### src/verilog/temp_alert_pkg.sv
// shared constants and carrier types for the temperature limit and alert block
package temp_alert_pkg;

  // register indexes as seen through the index pointer
  localparam logic [7:0] IDX_TEMPERATURE_RESULT = 8'h00;
  localparam logic [7:0] IDX_LOWER_LIMIT = 8'h02;
  localparam logic [7:0] IDX_UPPER_LIMIT = 8'h03;

  // reset values: 75 degC and 80 degC at 1/128 degC per lsb, result reads zero
  localparam logic [15:0] LOWER_LIMIT_RST = 16'h2580;
  localparam logic [15:0] UPPER_LIMIT_RST = 16'h2800;
  localparam logic [15:0] TEMPERATURE_RESULT_RST = 16'h0000;

  // limit registers hold bits 15..4, bits 3..0 always read zero
  localparam logic [15:0] LIMIT_RW_MASK = 16'hfff0;

  // value driven for indexes this block does not own
  localparam logic [7:0] UNMAPPED_BYTE = 8'h00;

  // configuration bits handed in by the configuration register owner
  typedef struct packed {
    logic irq_behaviour_select;  // 0 comparator, 1 interrupt
    logic output_polarity;       // 0 active low, 1 active high
    logic [1:0] fault_count_select;  // 00..11 -> 1..4 conversions
  } alert_cfg_t;

  // one finished conversion
  typedef struct packed {
    logic valid;
    logic [15:0] value;
  } conv_sample_t;

  // which limit condition the fault filter is waiting for
  typedef enum logic {
    WAIT_HIGH,
    WAIT_LOW
  } await_t;

endpackage : temp_alert_pkg

### src/verilog/temp_threshold_alert_regs.sv
// result and limit registers with consecutive-fault alert logic
module temp_threshold_alert_regs (
  // clock and reset
  input wire logic clk_i,
  input wire logic srst_i,
  // configuration from the configuration register
  input wire temp_alert_pkg::alert_cfg_t cfg_i,
  input wire logic sleep_set_i,  // pulse: config write with sleep select one
  // conversion results
  input wire temp_alert_pkg::conv_sample_t conv_i,
  // byte access from the serial slave
  input wire logic start_i,  // pulse: new transfer, byte phase back to msb
  input wire logic idx_wr_i,  // pulse: index pointer byte received
  input wire logic wr_byte_i,  // pulse: data byte received
  input wire logic [7:0] wr_data_i,
  input wire logic rd_byte_i,  // pulse: slave needs the next byte
  output logic [7:0] rd_data_o,
  // alert pin level and internal active state
  output logic alert_o,
  output logic alert_active_o
);
  import temp_alert_pkg::*;

  logic [7:0] index_q;
  logic phase_q;  // 0 expects msb byte, 1 expects lsb byte
  logic [7:0] wr_hi_q;
  logic [7:0] rd_lo_q;
  logic [15:0] result_q;
  logic [15:0] lower_q;
  logic [15:0] upper_q;
  logic [15:0] rd_word;
  await_t await_q;
  logic active_q;
  logic [1:0] cnt_q;
  logic mode_seen_q;
  logic qualify;
  logic hit;
  logic read_clr;

  // index pointer keeps its value so repeated reads hit the same register
  always_ff @(posedge clk_i) begin
    if (srst_i) begin
      index_q <= IDX_TEMPERATURE_RESULT;
    end else if (idx_wr_i) begin
      index_q <= wr_data_i;
    end
  end

  // byte phase: msb first for both reads and writes
  always_ff @(posedge clk_i) begin
    if (srst_i || start_i || idx_wr_i) begin
      phase_q <= 1'b0;
    end else if (wr_byte_i || rd_byte_i) begin
      phase_q <= ~phase_q;
    end
  end

  // msb byte parked until the lsb arrives so a limit never updates half way
  always_ff @(posedge clk_i) begin
    if (srst_i) begin
      wr_hi_q <= 8'h00;
    end else if (wr_byte_i && !phase_q) begin
      wr_hi_q <= wr_data_i;
    end
  end

  // limit registers, committed on the lsb byte, low nibble forced to zero
  always_ff @(posedge clk_i) begin
    if (srst_i) begin
      lower_q <= LOWER_LIMIT_RST;
      upper_q <= UPPER_LIMIT_RST;
    end else if (wr_byte_i && phase_q) begin
      if (index_q == IDX_LOWER_LIMIT) begin
        lower_q <= {wr_hi_q, wr_data_i} & LIMIT_RW_MASK;
      end
      if (index_q == IDX_UPPER_LIMIT) begin
        upper_q <= {wr_hi_q, wr_data_i} & LIMIT_RW_MASK;
      end
    end
  end

  // result only follows conversions; bus writes to it are not decoded here
  always_ff @(posedge clk_i) begin
    if (srst_i) begin
      result_q <= TEMPERATURE_RESULT_RST;
    end else if (conv_i.valid) begin
      result_q <= conv_i.value;
    end
  end

  // read mux; unowned indexes return a fixed byte
  always_comb begin
    unique case (index_q)
      IDX_TEMPERATURE_RESULT: rd_word = result_q;
      IDX_LOWER_LIMIT: rd_word = lower_q;
      IDX_UPPER_LIMIT: rd_word = upper_q;
      default: rd_word = {UNMAPPED_BYTE, UNMAPPED_BYTE};
    endcase
  end

  // the lsb is snapped with the msb so a conversion between the two reads
  // cannot tear the word
  always_ff @(posedge clk_i) begin
    if (srst_i) begin
      rd_data_o <= 8'h00;
      rd_lo_q <= 8'h00;
    end else if (rd_byte_i) begin
      if (!phase_q) begin
        rd_data_o <= rd_word[15:8];
        rd_lo_q <= rd_word[7:0];
      end else begin
        rd_data_o <= rd_lo_q;
      end
    end
  end

  // limit condition awaited right now, signed compares
  always_comb begin
    if (await_q == WAIT_HIGH) begin
      qualify = $signed(conv_i.value) >= $signed(upper_q);
    end else if (cfg_i.irq_behaviour_select) begin
      qualify = $signed(conv_i.value) < $signed(lower_q);
    end else begin
      qualify = $signed(conv_i.value) <= $signed(lower_q);
    end
  end

  assign hit = conv_i.valid && qualify && (cnt_q == cfg_i.fault_count_select);
  assign read_clr = rd_byte_i && cfg_i.irq_behaviour_select;

  // mode tracker: a change of mode restarts the filter from a clean state
  always_ff @(posedge clk_i) begin
    if (srst_i) begin
      mode_seen_q <= 1'b0;
    end else begin
      mode_seen_q <= cfg_i.irq_behaviour_select;
    end
  end

  // consecutive-fault counter
  always_ff @(posedge clk_i) begin
    if (srst_i || (mode_seen_q != cfg_i.irq_behaviour_select)) begin
      cnt_q <= 2'h0;
    end else if (conv_i.valid) begin
      if (!qualify || hit) begin
        cnt_q <= 2'h0;
      end else begin
        cnt_q <= cnt_q + 2'h1;
      end
    end
  end

  // awaited condition alternates high/low in both modes
  always_ff @(posedge clk_i) begin
    if (srst_i || (mode_seen_q != cfg_i.irq_behaviour_select)) begin
      await_q <= WAIT_HIGH;
    end else if (hit) begin
      await_q <= (await_q == WAIT_HIGH) ? WAIT_LOW : WAIT_HIGH;
    end
  end

  // active flag; in interrupt mode a new event beats a same-cycle clear
  always_ff @(posedge clk_i) begin
    if (srst_i || (mode_seen_q != cfg_i.irq_behaviour_select)) begin
      active_q <= 1'b0;
    end else if (!cfg_i.irq_behaviour_select) begin
      if (hit) begin
        active_q <= (await_q == WAIT_HIGH);
      end
    end else if (hit) begin
      active_q <= 1'b1;
    end else if (read_clr || sleep_set_i) begin
      active_q <= 1'b0;
    end
  end

  // pin level: one cycle behind the active flag, kept registered for the pad
  always_ff @(posedge clk_i) begin
    if (srst_i) begin
      alert_o <= 1'b1;
      alert_active_o <= 1'b0;
    end else begin
      alert_o <= cfg_i.output_polarity ? active_q : ~active_q;
      alert_active_o <= active_q;
    end
  end

  // checks
  upper_trip_a: assert property (@(posedge clk_i) disable iff (srst_i)
    (!cfg_i.irq_behaviour_select && $stable(cfg_i.irq_behaviour_select) && await_q == WAIT_HIGH
     && conv_i.valid && $signed(conv_i.value) >= $signed(upper_q) && cnt_q == cfg_i.fault_count_select)
    |=> active_q)
    else $error("comparator alert did not assert at upper limit");

  lower_release_a: assert property (@(posedge clk_i) disable iff (srst_i)
    (!cfg_i.irq_behaviour_select && $stable(cfg_i.irq_behaviour_select) && await_q == WAIT_LOW
     && conv_i.valid && $signed(conv_i.value) <= $signed(lower_q) && cnt_q == cfg_i.fault_count_select)
    |=> !active_q)
    else $error("comparator alert did not release at lower limit");

  comp_hold_a: assert property (@(posedge clk_i) disable iff (srst_i)
    (!cfg_i.irq_behaviour_select && $stable(cfg_i.irq_behaviour_select) && !conv_i.valid)
    |=> $stable(active_q))
    else $error("comparator alert changed without a conversion");

  irq_read_clr_a: assert property (@(posedge clk_i) disable iff (srst_i)
    (cfg_i.irq_behaviour_select && $stable(cfg_i.irq_behaviour_select) && rd_byte_i && !hit)
    |=> !active_q)
    else $error("register read did not clear interrupt alert");

  sleep_clr_a: assert property (@(posedge clk_i) disable iff (srst_i)
    (cfg_i.irq_behaviour_select && $stable(cfg_i.irq_behaviour_select) && sleep_set_i && !hit)
    |=> !active_q)
    else $error("sleep select did not clear interrupt alert");

  irq_rearm_a: assert property (@(posedge clk_i) disable iff (srst_i)
    (cfg_i.irq_behaviour_select && $stable(cfg_i.irq_behaviour_select) && await_q == WAIT_LOW
     && conv_i.valid && $signed(conv_i.value) >= $signed(lower_q))
    |=> cnt_q == 2'h0)
    else $error("interrupt low event counted at or above lower limit");

  // a new event must win over a read or sleep clear in the same cycle
  irq_set_wins_a: assert property (@(posedge clk_i) disable iff (srst_i)
    (cfg_i.irq_behaviour_select && $stable(cfg_i.irq_behaviour_select) && hit)
    |=> active_q)
    else $error("interrupt event did not set the alert");

  limit_nibble_a: assert property (@(posedge clk_i) disable iff (srst_i)
    (lower_q[3:0] == 4'h0) && (upper_q[3:0] == 4'h0))
    else $error("limit low nibble not zero");

  result_ro_a: assert property (@(posedge clk_i) disable iff (srst_i)
    !conv_i.valid |=> $stable(result_q))
    else $error("result changed without a conversion");

  msb_first_a: assert property (@(posedge clk_i) disable iff (srst_i)
    (rd_byte_i && !phase_q && !start_i && !idx_wr_i) ##1 (rd_byte_i && !start_i && !idx_wr_i)
    |=> rd_data_o == $past(rd_word[7:0], 2))
    else $error("second read byte is not the low byte of the word");

  polarity_a: assert property (@(posedge clk_i) disable iff (srst_i)
    !$past(srst_i) |-> alert_o == ($past(cfg_i.output_polarity) ? $past(active_q) : !$past(active_q)))
    else $error("alert pin level does not follow polarity");

endmodule : temp_threshold_alert_regs

### config.mk
export PLATFORM = sky130hd
export DESIGN_NAME = temp_threshold_alert_regs
export DESIGN_NICKNAME = d
export VERILOG_FILES = /design/src/verilog/temp_alert_pkg.sv /design/src/verilog/temp_threshold_alert_regs.sv
export SDC_FILE = /design/constraint.sdc
export NUM_CORES = 1
export LEC_CHECK = 0
export BUFFER_PORTS_ARGS = -buffer_cell sky130_fd_sc_hd__buf_4
export CORE_ASPECT_RATIO = 0.7
export CORE_MARGIN = 10
export CORE_UTILIZATION = 52
export DETAILED_ROUTE_END_ITERATION = 8
export PLACE_DENSITY = 0.86
export REMOVE_ABC_BUFFERS = 1
export SLEW_MARGIN = 20
export SYNTH_ARGS = -nofsm -noshare
export SYNTH_HDL_FRONTEND = slang
export SYNTH_SLANG_ARGS = --single-unit
### constraint.sdc
create_clock -name clk_i -period 2.3 [get_ports clk_i]
set_input_delay 0.23 -clock clk_i [delete_from_list [all_inputs] [get_ports clk_i]]
set_output_delay 0.23 -clock clk_i [all_outputs]
set_load 0.02 [all_outputs]
; Word-level counts from Yosys, hierarchy flattened
; Index checks and enable logic that the tools add are counted.
[op_classes]
magnitude_cmp = 3
reduce_logical = 20
bitwise_logic = 3
eq_ne = 4
muxes = 11
addsub = 1
[ops]
columns = op, count
row1 = 16-bit one-hot mux with 3 select lines, 1
row2 = "8-bit by 2-bit equality test with 1-bit output, second input constant", 2
row3 = 16-bit greater-or-equal comparator, 1
row4 = 16-bit less-or-equal comparator, 1
row5 = 16-bit less-than comparator, 1
row6 = 8-bit zero test, 1
row7 = 1-bit 2-to-1 mux, 8
row8 = 8-bit 2-to-1 mux, 1
row9 = 2-bit AND reduction, 4
row10 = 1-bit logical OR, 6
row11 = 1-bit logical AND, 5
row12 = 2-bit nonzero test, 2
row13 = 1-bit NOT, 3
row14 = "2-bit by 1-bit adder with 2-bit output, second input constant", 1
row15 = 2-bit equality test, 1
row16 = 1-bit zero test, 2
row17 = 2-bit 2-to-1 mux, 1
row18 = 1-bit != test, 1
[word_totals]
input_bits = 36
ff_bits = 80
wordCells = 56
output_inout_bits = 10

; Logic depth before layout (Yosys ltp)
; Gate-level depths: netlist of the first run.
[logic_depth]
ltp_word = 7
depth_mapped = 9
ltp_nobuf = 9

; Worst setup path before layout of the first run
; No wires, ideal clock.
[synth_timing]
kind = flip-flop to flip-flop
from = reg upper_q[11]
to = reg cnt_q[1]
arrival_ps = 2064
setup_ps = 115
period_less_slack_ps = 2179
slack_ps = 121
required_ps = 2185
path_buffers = 0
stages_incl_launch_ff = 10
cell_sequence = dfxtp_1 inv_1 ha_1 a21oi_2 nor2_1 or3_1 or3_1 a211oi_2 nor4_1 o21a_1
[synth_via]
elab_chain_len = 6
word_cells_on_any_way = 7
cone_classes = order compare (1) / mux (2) / reduce/logical (4)
[synth_lines]
columns = item, line
row1 = from (decl), temp_threshold_alert_regs.sv:30  ; logic [15:0] upper_q;
row2 = from (signal assigned), temp_threshold_alert_regs.sv:77  ; upper_q <= {wr_hi_q, wr_data_i} & LIMIT_RW_MASK;
row3 = 16-bit greater-or-equal comparator (*), temp_threshold_alert_regs.sv:120  ; qualify = $signed(conv_i.value) >= $signed(upper_q);
row4 = 1-bit 2-to-1 mux (*), temp_threshold_alert_regs.sv:119  ; if (await_q == WAIT_HIGH) begin
row5 = 1-bit logical AND (2 in a row), temp_threshold_alert_regs.sv:128  ; assign hit = conv_i.valid && qualify && (cnt_q == cfg_i.fault_count_select);
row6 = 1-bit logical OR (*), temp_threshold_alert_regs.sv:145  ; if (!qualify || hit) begin
row7 = 2-bit 2-to-1 mux (*), temp_threshold_alert_regs.sv:145
row8 = to (signal assigned), temp_threshold_alert_regs.sv:148  ; cnt_q <= cnt_q + 2'h1;
row9 = to (decl), temp_threshold_alert_regs.sv:34  ; logic [1:0] cnt_q;
; Every way passes the cells marked *; elsewhere a longest branch is shown, timed or not.
; A chain may end at the register's enable or synchronous reset.

; Final worst setup path of the first run
[layout_timing]
from = reg upper_q[14]
to = reg cnt_q[1]
; The elaborated chain is that of the path after synthesis.

==> results_dict.tcl, run 1 <==
set metrics [dict create \
    viasPerCell 5.631 \
    synth_area_leader_cell "dfxtp_1" \
    synth_top_cell_area_share 0.4132 \
    wl_per_cell_um 18.04 \
    dieArea_sq_um 11360 \
    grt_pass1_wl_mm 16.08 \
    ioPinCount 46 \
    place_congestion 0.9652 \
    clk_latency_ns 0.36 \
    fin_crit_sh 0.9899 \
    switchingPower_uw 750.7 \
    worst_pin_slew_ns 0.6382 \
    reg2reg_depth 9 \
    rrSetupSlack_ns 0.02 \
    power_frac_comb 0.136 \
    timing.slew.headroom 0.5706 \
    p_int_uw 2160 \
    slew_violations 0 \
    synth_seq_area_share 0.4132 \
    globalRoute.totalOverflow 0 \
    antenna_found_initial 0 \
    ys_top_cells_by_area "dfxtp_1 (41%), mux2i_1 (17%), ha_1 (7.7%)" \
    ys.flop_type "dfxtp_1" \
    ir_worst_vdd_mv 0.3414 \
    seqPwrFrac 0.506 \
    switching_share 0.2579 \
    insertedDiodeCount 0 \
    drc 0 \
    final_core_util 0.6633 \
    cpMaxStageDelayCell "or3_4" \
    drive_above_1_share 0.2714 \
    grt_max_degree 47 \
    nNetsFinal 536 \
    holdPathEnd "phase_q" \
    startpoint_type "flop" \
    cts_hold_buf 0 \
    power_density_nw_per_um2 602.3 \
    setup_ws_ns 0.02313 \
    vias 3249 \
    root_buffer "clkbuf_8" \
    r2r_start "upper_q[14]" \
    core_sq_um 7287 \
    routed_wl_mm 10.41 \
    synth_warnings 0 \
    crit_fanout 3 \
    finClkSkew_ns 0.005960 \
    p_clk_frac 0.358 \
    fp.dieW_um 123.2 \
    arrival_ns 2.54 \
    holdPathStages 2 \
    rows 26 \
    ys_ff_latch 80 \
    synth_area_per_cell_sq_um 9.057 \
    dp_hpwl_mm 7.185 \
    start_util 0.5319 \
    cp_cell_sequence "inv_1 > ha_4 > nand4_2 > nor3_1 > or3_4 > or3_4 > a211oi_4 > nor4_2 > o21a_1" \
    numPortBuffers 45 \
    clk_pin_slew_ns 0.08 \
    period_needed_ns 2.277 \
    cts_tree "built" \
    area_growth_pct 24.69 \
    worstSetupEndpointType "flop" \
    p_leak_uw 0.002032 \
    min_from "start_i" \
    cts.sinks 80 \
    status "completed" \
    htreeDepth 3 \
    place_ws_ns -0.02796 \
    finalSetupViolCount 0 \
    die_y_um 92.24 \
    synthCells 428 \
    max_stage_delay_ns 0.39 \
    crit_buf_inv 1 \
    crit_top_cell "or3_4" \
    max_freq_mhz 439.2 \
    tritoncts.num_buffers 9 \
    ys_types 38 \
    rsz0062_at_grt "true" \
    critPathKind "reg -> reg" \
    drtPass1Iterations 6 \
    async_flop_share 0 \
    synth_edf_count 0 \
    netlist_area_sq_um 3876 \
    grt_pass1_vias 3242 \
    min_path_type "in -> reg" \
    path_delay_family "simple AND/OR/NAND/NOR gates" \
    r2r-end "cnt_q[1]" \
    drt_iter0_drc 246 \
    drv_cap 0 \
    cts_buffer_depth 2 \
    crit_required_ns 2.57 \
    ant_nets 0 \
    grt_usage 0.1780 \
    hold_violations 0 \
]
routing by layer:
layer  wire (um)  vias to the layer above  track usage
li1            -                     1572            -
met1        4715                     1558       0.2365
met3         897                       14      0.05021
met5           0                        -            0
met4         138                        0      0.05222
met2        4660                      105       0.2739
kinds of logic after synthesis:
logic type / Yosys count / share of synthesized area
DFF: 80 / 0.4132
xor gates and xnor gates: 5 / 0.01130
muxes: 65 / 0.1678
and+or+nand+nor: 138 / 0.1627
AOI/OAI and AO/OA: 64 / 0.1162
buffers and inverters: 52 / 0.05132
adders and majority gates: 24 / 0.07747
how the worst max path moves through the flow:
stage	from	end	slack, ns	cells past startpoint
6_report	upper_q[14]	cnt_q[1]	0.02	9
5_1_grt	lower_q[12]	active_q	-0.09	10
4_1_cts	lower_q[5]	cnt_q[0]	-0.008	10
3_5_place_dp	upper_q[13]	cnt_q[1]	-0.03	9
3_3_place_gp	conv_i[11]	cnt_q[1]	0.01	9
2_1_floorplan	upper_q[11]	cnt_q[1]	0.12	9
sequential cells by signal (all words and copies together), names as in the netlist:
name,count
alert_o,1
alert_active_o,1
mode_seen_q,1
upper_q,12
wr_hi_q,8
await_q,1
cnt_q,2
phase_q,1
active_q,1
rd_data_o,8
rd_lo_q,8
result_q,16
index_q,8
lower_q,12
power by group through the flow:
stage                     Sequential [uW]  Combinational [uW]  Clock [uW]
after floorplan                      1510                 171           0
after global placement               1500                 345           0
after detailed placement             1500                 355           0
after CTS                            1470                 363        1060
after global routing                 1480                 435        1120
final                                1470                 397        1040
Yosys cell counts, drive strengths merged, types with 2 or more instances:
| cell type | instances |
|---|---|
| buf | 5 |
| dfxtp | 80 |
| nor2 | 79 |
| or3 | 4 |
| a22oi | 16 |
| a211oi | 9 |
| nand4 | 4 |
| xnor2 | 2 |
| xor2 | 3 |
| nand3 | 3 |
| mux2i | 65 |
| nor4 | 6 |
| a211o | 6 |
| o21ai | 14 |
| nor3 | 6 |
| o21a | 2 |
| nand2 | 19 |
| a21o | 3 |
| a21oi | 9 |
| nor2b | 8 |
| and3 | 2 |
| inv | 27 |
| and2 | 2 |
| clkbuf | 20 |
| nand2b | 3 |
| ha | 24 |
per-stage QoR:
step                      hold WS (ns)  power, uW  cells  setup TNS [ns]  instance area [sq um]
after floorplan                 0.3016       1678    403               0                   3779
after global placement          0.3956       1846    559               0                   4337
final                          0.01563       2911    577               0                   4833
after global routing          0.003574       3030    577         -0.2171                   4833
after detailed placement        0.3983       1859    559        -0.03080                   4337
after CTS                      0.01098       2890    573        -0.01606                   4567
what timing repair did:
item,in CTS,in global routing
setup endpoints to repair,4,4
gates resized for setup,8,44
pin swaps,2,18
setup buffers,0,5
gates cloned,0,0
final cells by class:
cell class,instances,area [sq um]
multi-input combinational,296,2330
sequential,80,1620
inverter,27,101.3
tap,98,122.6
fill,594,2454
clock inverter,3,42.54
timing repair buffer,62,465.4
clock buffer,11,151.4
cell usage in the layout, fill, tap and decap left out, drive strengths merged, types with 8 or more instances in the layout:
cell type	n
a211oi	9
a21oi	9
a22oi	16
buf	62
clkbuf	11
dfxtp	80
ha	24
inv	27
mux2i	65
nand2	19
nor2	79
nor2b	8
o21ai	14
No activity file was read; power rests on OpenSTA's default activity.
==> inputs of run 2 (changes only) <==
--- a/config.mk
+++ b/config.mk
@@ -11,6 +11,7 @@
 export CORE_UTILIZATION = 52
 export DETAILED_ROUTE_END_ITERATION = 8
 export PLACE_DENSITY = 0.86
+export RECOVER_POWER = 50
 export REMOVE_ABC_BUFFERS = 1
 export SLEW_MARGIN = 20
 export SYNTH_ARGS = -nofsm -noshare
==> results_dict.tcl, run 2 (synthesized netlist as in run 1, its figures left out) <==
set metrics [dict create \
    p_leak_uw 0.001977 \
    fillCellCount 605 \
    root_buffer "clkbuf_8" \
    wl_per_cell_um 18.00 \
    htreeDepth 3 \
    ioPinCount 46 \
    numPortBuffers 45 \
    die_y_um 92.24 \
    worst_pin_slew_ns 1.572 \
    regArea_sq_um 1620 \
    area_growth_pct 23.34 \
    fin_crit_sh 0.9905 \
    stdcell_area_sq_um 4781 \
    cts_hold_buf 0 \
    ir_worst_vdd_mv 0.3403 \
    core_sq_um 7287 \
    grt_max_degree 47 \
    grt_use_met2 0.2739 \
    antenna_found_initial 0 \
    max_freq_mhz 438.9 \
    multi_input_area_sq_um 2330 \
    cts_buffer_depth 2 \
    drtPass1Iterations 5 \
    final_core_util 0.6561 \
    globalRoute.totalOverflow 0 \
    place_congestion 0.9652 \
    nNetsFinal 536 \
    top_register "result_q" \
    grt_usage 0.1780 \
    ant_nets 0 \
    worstSetupEndpointType "flop" \
    crit_required_ns 2.56 \
    dp_hpwl_mm 7.185 \
    layout_commonest_cell "nor2_1" \
    tritoncts.num_buffers 9 \
    finalSetupViolCount 0 \
    critPathKind "reg -> reg" \
    drive_above_1_share 0.2422 \
    clk_latency_ns 0.36 \
    routed_wl_mm 10.39 \
    finClkSkew_ns 0.006164 \
    rows 26 \
    status "complete, but fails checks" \
    viasPerCell 5.657 \
    final_cells 577 \
    min_path_type "in -> reg" \
    rsz0062_at_grt "true" \
    drc 0 \
    drt_iter0_drc 216 \
    timing.slew.headroom -0.04771 \
    final_cell_mix "nor2_1 (78), mux2i_1 (65), dfxtp_1 (65)" \
    place_area_sq_um 4337 \
    period_needed_ns 2.278 \
    cts_tree "built" \
    vias 3264 \
    dieArea_sq_um 11360 \
    start_util 0.5319 \
    fin_total_pwr_uw 2901 \
    largest_registers "result_q (16), lower_q (12), upper_q (12)" \
    largest_register_ff_count 16 \
    met1_usage 0.2365 \
    violations "max-capacitance violations, max-slew violations" \
    post-place-cells 559 \
    clk_pin_slew_ns 0.08 \
    crit_fanout 3 \
    drv_cap 1 \
    hold_violations 0 \
    insertedDiodeCount 0 \
    startpoint_type "flop" \
    slew_violations 22 \
    arrival_ns 2.54 \
    power_density_nw_per_um2 606.8 \
    grt_pass1_wl_mm 16.08 \
    top_usage_layer "met2" \
    grt_pass1_vias 3242 \
    cts.sinks 80 \
    use_met3 0.05021 \
    fp.dieW_um 123.2 \
]
==> run 2: cell types whose count changed in the layout (fill, tap and decap cells not counted) <==
cell	change
clkbuf_1	+14
buf_4	-14
==> run 2: path summary, 6_finish.rpt <==
kind	startpoint	to	slack [ns]	depth (start not counted)
max	upper_q[14]	cnt_q[1]	0.02	9
min	start_i	phase_q	0.02	2
max reg2reg	upper_q[14]	cnt_q[1]	0.02	9
min reg2reg	rd_data_o[7]	rd_data_o[7]	0.49	2
==> run 2: stage by stage <==
stage | TNS (ns) | hold WS, ns | worst slack (ns)
6_report | 0 | 0.01655 | 0.02180
4_1_cts | -0.01606 | 0.01098 | -0.008167
2_1_floorplan | 0 | 0.3016 | 0.1209
3_5_place_dp | -0.03080 | 0.3983 | -0.02796
5_1_grt | -0.2173 | 0.003574 | -0.09164
3_3_place_gp | 0 | 0.3956 | 0.01017
==> run 2: power breakdown <==
group | internal, uW | switching, uW | total, uW | leakage (uW)
clock | 547 | 493 | 1040 | 0.0000973
sequential | 1430 | 39.1 | 1470 | 0.000658
combinational | 171 | 217 | 389 | 0.00122
total | 2150 | 749 | 2900 | 0.00198
==> run 2: layout make-up <==
cell class	count	share of cell area
Timing Repair Buffer	62	0.08636
Tap cell	98	0.02565
Inverter	27	0.02120
Clock buffer	11	0.03167
Clock inverter	3	0.008898
Sequential cell	80	0.3389
Multi-Input combinational cell	296	0.4873
==> run 2: what timing repair did <==
action / CTS / global route
endpoints found under the hold margin: 0 / 0
gates resized for setup: 8 / 44
setup buffers: 0 / 5
pin swaps: 2 / 18
setup endpoints to repair: 4 / 4
==> run 2: worst max-delay path, stage by stage, from the launching register on <==
cell and delay (ns):
dfxtp_2 0.33, inv_1 0.10, ha_4 0.22, nand4_2 0.12, nor3_1 0.08, or3_4 0.39, or3_4 0.35, a211oi_4 0.35
nor4_2 0.09, o21a_1 0.17
==> run 2: routing by layer <==
layer  up-vias  routed length, um
met3        17                796
li1       1571                  -
met5         -                  0
met4         0                159
met2       112               4633
met1      1564               4797
